`src/gpio_mux_consts.svh`:
```
// Purpose: Register offsets, field positions and reset values of the pin mux port
// Assumes: APB with 32-bit data, one register per aligned word
// Notes:   Definitions only
`ifndef GPIO_MUX_CONSTS_SVH
`define GPIO_MUX_CONSTS_SVH

`define GPIO_OFS        12'h000
`define WDOG_CTRL_OFS   12'h004
`define MUX_SEL_OFS     12'h008
`define CTRL_OFS        12'h00C

`define GPIO_OUT_LSB    0
`define GPIO_DIR_LSB    16
`define GPIO_IN_LSB     0

`define SEL_XF_LSB      0
`define SEL_BIO_LSB     4
`define SEL_TOUT_LSB    8
`define WDOG_SEL_LSB    0
`define CTRL_FLOAT_BIT  0

`define GPIO_OUT_RST    16'h0000
`define GPIO_DIR_RST    16'h0000
`define WDOG_SEL_RST    4'h0
`define SEL_RST         4'h0
`define FLOAT_EN_RST    1'b0

`endif

```
`src/gpio_mux_pkg.sv`:
```
// Purpose: Types shared by the pin mux port
// Assumes: Four subsystems, four pins each
// Notes:   Constants live in gpio_mux_consts.svh
package gpio_mux_pkg;
	typedef logic [15:0] pin_vec_t;
	typedef logic [3:0]  sub_vec_t;
	typedef enum logic [1:0] {PH_IDLE, PH_SETUP, PH_ACCESS} apb_phase_t;
endpackage : gpio_mux_pkg

```
`src/pin_sync.sv`:
```
// Purpose: Three-stage synchroniser with agreement filter for one pin level
// Assumes: Input is asynchronous to pclk
// Notes:   The first stage feeds only the second stage
`timescale 1ns/1ps
module pin_sync (
	// Clock and reset
	input  wire logic pclk,
	input  wire logic presetn,
	// Level in and filtered level out
	input  wire logic pin_in,
	output logic      level_out
);
	logic s1_reg, s2_reg, s3_reg, lvl_reg;
	logic lvl_next;

	// Accept a change only once stages two and three agree
	always_comb begin
		lvl_next = lvl_reg;
		if (s2_reg == s3_reg) begin
			lvl_next = s3_reg;
		end
	end

	// Shift chain and filtered level
	always_ff @(posedge pclk or negedge presetn) begin
		if (!presetn) begin
			s1_reg  <= 1'b0;
			s2_reg  <= 1'b0;
			s3_reg  <= 1'b0;
			lvl_reg <= 1'b0;
		end else begin
			s1_reg  <= pin_in;
			s2_reg  <= s1_reg;
			s3_reg  <= s2_reg;
			lvl_reg <= lvl_next;
		end
	end

	assign level_out = lvl_reg;
endmodule : pin_sync

```
`src/subsystem_gpio_pin_mux.sv`:
```
// Purpose: Four-subsystem general-purpose pin port with peripheral multiplexing
// Assumes: APB slave on pclk; pin inputs asynchronous; peripheral signals on pclk
// Notes:   Pin index 4*s+n is pin n of subsystem s
`timescale 1ns/1ps
`include "gpio_mux_consts.svh"

// Overview of operation
// - Flag select set drives subsystem external flag on pin zero, else ordinary I/O.
// - Branch select set feeds pin one level to branch input, else ordinary I/O.
// - Watchdog output select in watchdog control register picks watchdog on pin two.
// - Timer select set drives subsystem timer output on pin three, else ordinary I/O.
// - Written output values are latched and driven on pins set as outputs.
// - Reading the port register returns sampled levels of pins set as inputs.
// - Each pin without a peripheral selected takes its direction from its own software-writable direction field.
// - Emulation float control low with float enabled tristates every pin.
// - Each subsystem has its own four pins and independent select bits.
module subsystem_gpio_pin_mux
	import gpio_mux_pkg::*;
(
	// Clock and reset
	input  wire logic        pclk,
	input  wire logic        presetn,
	// APB slave
	input  wire logic        psel,
	input  wire logic        penable,
	input  wire logic        pwrite,
	input  wire logic [11:0] paddr,
	input  wire logic [31:0] pwdata,
	output logic [31:0]      prdata,
	output logic             pready,
	output logic             pslverr,
	// Peripheral signals of the four subsystems
	input  wire logic [3:0]  ext_flag,
	input  wire logic [3:0]  wdog_out,
	input  wire logic [3:0]  timer_out,
	output logic [3:0]       branch_ctrl,
	// Emulation float control pin
	input  wire logic        emu_float_ctl_n,
	// Pads
	input  wire logic [15:0] pin_i,
	output logic [15:0]      pin_o,
	output logic [15:0]      pin_oe
);
	pin_vec_t out_reg, out_next;
	pin_vec_t dir_reg, dir_next;
	sub_vec_t xf_sel_reg, xf_sel_next;
	sub_vec_t bio_sel_reg, bio_sel_next;
	sub_vec_t tout_sel_reg, tout_sel_next;
	sub_vec_t wd_sel_reg, wd_sel_next;
	logic     float_en_reg, float_en_next;
	logic [31:0] rdata_reg, rdata_next;
	logic     err_reg, err_next;
	logic     float_lvl;
	pin_vec_t pin_lvl;
	pin_vec_t per_sel;
	pin_vec_t per_val;
	pin_vec_t per_oe;
	logic     wr_en, rd_en;

	// Address decode shared by read and write paths
	function automatic logic addr_hit(input logic [11:0] a, input logic [11:0] ofs);
		addr_hit = (a == ofs);
	endfunction : addr_hit

	function automatic logic addr_known(input logic [11:0] a);
		addr_known = addr_hit(a, `GPIO_OFS) || addr_hit(a, `WDOG_CTRL_OFS) ||
			addr_hit(a, `MUX_SEL_OFS) || addr_hit(a, `CTRL_OFS);
	endfunction : addr_known

	// Access phase is answered in the same cycle
	assign wr_en   = psel && penable && pwrite;
	assign rd_en   = psel && !penable && !pwrite;
	assign pready  = 1'b1;
	assign pslverr = err_reg;
	assign prdata  = rdata_reg;

	// Synchronise every pad input and the float control
	genvar g;
	generate
		for (g = 0; g < 16; g++) begin : g_sync
			pin_sync u_sync (
				.pclk      (pclk),
				.presetn   (presetn),
				.pin_in    (pin_i[g]),
				.level_out (pin_lvl[g])
			);
		end
	endgenerate

	pin_sync u_float_sync (
		.pclk      (pclk),
		.presetn   (presetn),
		.pin_in    (emu_float_ctl_n),
		.level_out (float_lvl)
	);

	// Register writes; peripheral selection never touches the output latch
	always_comb begin
		out_next      = out_reg;
		dir_next      = dir_reg;
		xf_sel_next   = xf_sel_reg;
		bio_sel_next  = bio_sel_reg;
		tout_sel_next = tout_sel_reg;
		wd_sel_next   = wd_sel_reg;
		float_en_next = float_en_reg;
		if (wr_en) begin
			if (addr_hit(paddr, `GPIO_OFS)) begin
				out_next = pwdata[`GPIO_OUT_LSB +: 16];
				dir_next = pwdata[`GPIO_DIR_LSB +: 16];
			end
			if (addr_hit(paddr, `WDOG_CTRL_OFS)) begin
				wd_sel_next = pwdata[`WDOG_SEL_LSB +: 4];
			end
			if (addr_hit(paddr, `MUX_SEL_OFS)) begin
				xf_sel_next   = pwdata[`SEL_XF_LSB +: 4];
				bio_sel_next  = pwdata[`SEL_BIO_LSB +: 4];
				tout_sel_next = pwdata[`SEL_TOUT_LSB +: 4];
			end
			if (addr_hit(paddr, `CTRL_OFS)) begin
				float_en_next = pwdata[`CTRL_FLOAT_BIT];
			end
		end
	end

	// Read data captured in the setup cycle, error flagged for unmapped addresses
	always_comb begin
		rdata_next = rdata_reg;
		err_next   = 1'b0;
		if (psel && !penable) begin
			err_next = !addr_known(paddr);
		end
		if (rd_en) begin
			rdata_next = 32'h0000_0000;
			if (addr_hit(paddr, `GPIO_OFS)) begin
				rdata_next[`GPIO_IN_LSB +: 16]  = pin_lvl & ~dir_reg;
				rdata_next[`GPIO_DIR_LSB +: 16] = dir_reg;
			end
			if (addr_hit(paddr, `WDOG_CTRL_OFS)) begin
				rdata_next[`WDOG_SEL_LSB +: 4] = wd_sel_reg;
			end
			if (addr_hit(paddr, `MUX_SEL_OFS)) begin
				rdata_next[`SEL_XF_LSB +: 4]   = xf_sel_reg;
				rdata_next[`SEL_BIO_LSB +: 4]  = bio_sel_reg;
				rdata_next[`SEL_TOUT_LSB +: 4] = tout_sel_reg;
			end
			if (addr_hit(paddr, `CTRL_OFS)) begin
				rdata_next[`CTRL_FLOAT_BIT] = float_en_reg;
			end
		end
	end

	// Register state
	always_ff @(posedge pclk or negedge presetn) begin
		if (!presetn) begin
			out_reg      <= `GPIO_OUT_RST;
			dir_reg      <= `GPIO_DIR_RST;
			xf_sel_reg   <= `SEL_RST;
			bio_sel_reg  <= `SEL_RST;
			tout_sel_reg <= `SEL_RST;
			wd_sel_reg   <= `WDOG_SEL_RST;
			float_en_reg <= `FLOAT_EN_RST;
			rdata_reg    <= 32'h0000_0000;
			err_reg      <= 1'b0;
		end else begin
			out_reg      <= out_next;
			dir_reg      <= dir_next;
			xf_sel_reg   <= xf_sel_next;
			bio_sel_reg  <= bio_sel_next;
			tout_sel_reg <= tout_sel_next;
			wd_sel_reg   <= wd_sel_next;
			float_en_reg <= float_en_next;
			rdata_reg    <= rdata_next;
			err_reg      <= err_next;
		end
	end

	// Per-subsystem peripheral routing, each set on its own selects
	genvar s;
	generate
		for (s = 0; s < 4; s++) begin : g_sub
			assign per_sel[4*s+0] = xf_sel_reg[s];
			assign per_val[4*s+0] = ext_flag[s];
			assign per_oe[4*s+0]  = 1'b1;
			assign per_sel[4*s+1] = bio_sel_reg[s];
			assign per_val[4*s+1] = 1'b0;
			assign per_oe[4*s+1]  = 1'b0;
			assign per_sel[4*s+2] = wd_sel_reg[s];
			assign per_val[4*s+2] = wdog_out[s];
			assign per_oe[4*s+2]  = 1'b1;
			assign per_sel[4*s+3] = tout_sel_reg[s];
			assign per_val[4*s+3] = timer_out[s];
			assign per_oe[4*s+3]  = 1'b1;
			// Branch input sees pin one level only when selected
			assign branch_ctrl[s] = bio_sel_reg[s] & pin_lvl[4*s+1];
		end
	endgenerate

	// Pad drive with float override
	always_comb begin
		for (int i = 0; i < 16; i++) begin
			pin_o[i]  = per_sel[i] ? per_val[i] : out_reg[i];
			pin_oe[i] = per_sel[i] ? per_oe[i] : dir_reg[i];
			if (float_en_reg && !float_lvl) begin
				pin_oe[i] = 1'b0;
			end
		end
	end

	// Float override currently in force, shared by the assertions below
	logic     float_now;
	assign float_now = float_en_reg && !float_lvl;
endmodule : subsystem_gpio_pin_mux

```
`config.mk`:
```
export PLATFORM = sky130hd
export DESIGN_NAME = subsystem_gpio_pin_mux
export DESIGN_NICKNAME = d
export VERILOG_FILES = /design/src/gpio_mux_pkg.sv /design/src/pin_sync.sv /design/src/subsystem_gpio_pin_mux.sv
export VERILOG_INCLUDE_DIRS = /design/src
export SDC_FILE = /design/constraint.sdc
export NUM_CORES = 1
export LEC_CHECK = 0
export BUFFER_PORTS_ARGS = -buffer_cell sky130_fd_sc_hd__buf_2
export CAP_MARGIN = 20
export CORE_UTILIZATION = 42
export DETAILED_ROUTE_END_ITERATION = 7
export GPL_TIMING_DRIVEN = 0
export MAX_ROUTING_LAYER = met4
export PLACE_DENSITY_LB_ADDON = 0.15
export RECOVER_POWER = 50
export SETUP_SLACK_MARGIN = 0.5
export SYNTH_ARGS = -nofsm -noshare
export SYNTH_HDL_FRONTEND = slang
export SYNTH_SLANG_ARGS = --single-unit
```
`constraint.sdc`:
```
create_clock -name pclk -period 1.6 [get_ports pclk]
set_input_delay 0.4 -clock pclk [delete_from_list [all_inputs] [get_ports pclk]]
set_output_delay 0.4 -clock pclk [all_outputs]
set_load 0.02 [all_outputs]
```
==> flow_metrics.tcl <==
set metrics [dict create \
    status "finished, violations left" \
    violations "setup timing" \
    grt_pass1_wl_um 26300 \
    grt_usage 0.266 \
    finalWeightedCongestion 0.805 \
    seqPwrFrac 0.467 \
    antenna_found_initial 0 \
    dp_worst_setup_slack_ns -0.863 \
    syn_area_per_cell_sq_um 13.4 \
    layout_commonest_cell "dfrtp_1" \
    largest_reg_flops 32 \
    setup_viol 77 \
    path_class "reg2out" \
    yosysSeqAreaShare 0.661 \
    yosys.area.top_type_share 0.661 \
    final_antenna_net_count 0 \
    clk_path_buf_depth 2 \
    clkPwrFrac 0.481 \
    power_density_nw_per_um2 911 \
    p_switching_mw 1.82 \
    vias 4420 \
    drive_gt1_frac 0.605 \
    final_cells 855 \
    placed_cells 748 \
    finalHoldViolCount 0 \
    fin_nets 743 \
    clock_latency_ns 0.42 \
    clkTransAtPathRegs_ns 0.06 \
    grt_pass1_vias 4625 \
    post_drt_wl_per_cell_um 20.2 \
    fp.dieH_um 118 \
    cts.sinks 150 \
    cpPeakStageDelay_ns 0.39 \
    worst_slack_ns -0.322 \
    start_kind "register" \
    max-slew-margin-rel 0.373 \
    p_leak_nw 4.36 \
    worstPathCellList "nor2b_4 -> clkbuf_16 -> clkbuf_16 -> nor2_4 -> buf_6" \
    critPathMaxFanout 7 \
    drv_slew 0 \
    io_pins 148 \
    swShare 0.214 \
    die-area_sq_um 14000 \
    grt_max_degree 83 \
    p_comb_frac 0.053 \
    dpl.hpwl_um 10200 \
    p_int_mw 6.67 \
    drt-initial-drc-count 294 \
    cts_buffers 17 \
    crit_path_frequent_cell "clkbuf_16" \
    port_buffers 146 \
    cap_violations 0 \
    row_count 42 \
    drt_pass1_iterations 5 \
    yosys_warnings 0 \
    crit_arrival_ns 1.52 \
    ir_drop_uv 661 \
    fp.dieW_um 118 \
    core_sq_um 13200 \
    final_cell_mix "dfrtp_1, buf_6, buf_2" \
    hold_path_class "in2reg" \
    synth_cell_types 35 \
    fillers 884 \
    p_total_mw 8.49 \
    rsz0062_at_grt "true" \
    fmax_mhz 520 \
    clockRootBuffer "clkbuf_16" \
    areaGrowthSynthToFinish_pct 64.2 \
    post-route-period-util 1.20 \
    end_kind "output pin" \
    crit_slowest_cell "dfrtp_1" \
    synth_top_area_cell "dfrtp_1" \
    drcViolationCount 0 \
    initial_core_util 0.430 \
    cts_tree "built" \
    synthCells 425 \
    overflow 0 \
    synth_area_sq_um 5680 \
    cts_htree_levels 4 \
    finalClockSkew_ns 0.00775 \
    fin_crit_ns 1.92 \
    whs_ns 0.0762 \
    syn_nets 503 \
    tightestPinTransition_ns 0.940 \
    via_per_inst 5.17 \
    synth.top_cells.by_area "dfrtp_1, mux2_2, mux2_1" \
    drt-total-wl_um 17300 \
    synth_seq_cells 150 \
    cp_data_required_time_ns 1.20 \
]
[through the flow]
step / TNS (ns) / utilization / area (sq um)
6_report: -14.48 / 0.707 / 9320
2_1_floorplan: -18.80 / - / 6060
3_5_place_dp: -43.13 / 0.534 / 7040
5_1_grt: -21.26 / 0.707 / 9320
3_3_place_gp: -337.33 / 0.531 / 7010
4_1_cts: -13.13 / 0.682 / 8990
[routing by layer]
| metal | global-route usage | vias up | routed length, um | share of wire |
|---|---|---|---|---|
| li1 | - | 1976 | - | - |
| met1 | 0.334 | 2272 | 7410 | 0.43 |
| met2 | 0.420 | 134 | 8550 | 0.50 |
| met3 | 0.0603 | 38 | 811 | 0.047 |
| met4 | 0.106 | 0 | 505 | 0.029 |
| met5 | - | - | 0 | 0 |
[cells by family (layout without fill, tap and decap cells)]
group / Yosys count / after routing / synth area share
flip-flops: 150 / 150 / 0.661
AND/OR/NAND/NOR: 131 / 131 / 0.122
multiplexers: 62 / 62 / 0.123
AO/OA/AOI/OAI: 43 / 43 / 0.0463
buffers and inverters: 21 / 274 / 0.0172
adder cells (fa/ha/maj): 17 / 17 / 0.0300
other: 1 / 2 / 0.000661
[worst max-delay path: cells and delay by family (launching register included)]
| kind | cells | cell delay (ns) |
|---|---|---|
| buffers and inverters | 3 | 0.48 |
| DFF | 1 | 0.39 |
| and+or+nand+nor | 2 | 0.22 |
[synthesized netlist by cell type]
library cell,number
nor4_1,3
nor2b_1,5
conb_1,1
o31ai_1,8
or3_1,1
nor4_4,1
nor4_2,2
clkbuf_1,15
and3b_1,6
mux2_2,31
nand3_1,1
dfrtp_1,150
and2_1,4
mux2_1,30
mux2i_1,1
or3b_2,3
nor4b_1,3
or4_1,2
nand4b_1,1
maj3_1,17
nor3_1,3
nor3b_1,5
a21oi_1,1
or4b_2,1
nor2_1,34
nand4_1,3
nand3b_1,4
inv_1,1
or4_4,1
a22o_1,1
nand2_1,48
buf_4,5
a311oi_1,1
a22oi_1,8
o21ai_0,24
[power groups by stage]
stage | registers (mW) | clock network (mW) | logic [mW]
global placement | 4.03 | 0 | 0.361
finish | 3.96 | 4.08 | 0.446
CTS | 3.96 | 4.12 | 0.424
global route | 3.97 | 4.29 | 0.487
detailed placement | 4.03 | 0 | 0.381
floorplan | 4.01 | 0 | 0.137
[worst paths after layout]
check                                                    from                                  to  slack, ns  cells after the start
min in group asynchronous                             presetn             out_reg[15]$_DFFE_PN0P_       0.13                      1
max                                  float_en_reg$_DFFE_PN0P_                           pin_oe[7]      -0.32                      5
max in group asynchronous                             presetn          bio_sel_reg[0]$_DFFE_PN0P_       0.17                      2
min reg2reg                g_sync[11].u_sync.s1_reg$_DFF_PN0_  g_sync[11].u_sync.s2_reg$_DFF_PN0_       0.34                      0
min                                                  pin_i[9]   g_sync[9].u_sync.s1_reg$_DFF_PN0_       0.08                      1
max reg2reg                         xf_sel_reg[3]$_DFFE_PN0P_               prdata[3]$_DFFE_PN0P_       0.27                      6
[what timing repair did]
action,in CTS,in global routing
gates cloned,6,0
hold endpoints to repair,14,0
gates resized for setup,256,42
pin swaps,35,15
buffers inserted,45,23
setup endpoints to repair,150,150
[layout make-up]
cell class | instances | area [sq um] | share of cell area
Sequential cell | 150 | 3770 | 0.404
Multi-Input combinational cell | 254 | 2490 | 0.267
Timing Repair Buffer | 221 | 1960 | 0.210
Clock buffer | 24 | 482 | 0.0517
Buffer | 20 | 280 | 0.0301
Tap cell | 176 | 220 | 0.0236
Clock inverter | 8 | 121 | 0.0130
Inverter | 1 | 3.75 | 0.000403
Antenna cell | 1 | 2.50 | 0.000268
No activity file was read; power rests on OpenSTA's default activity.
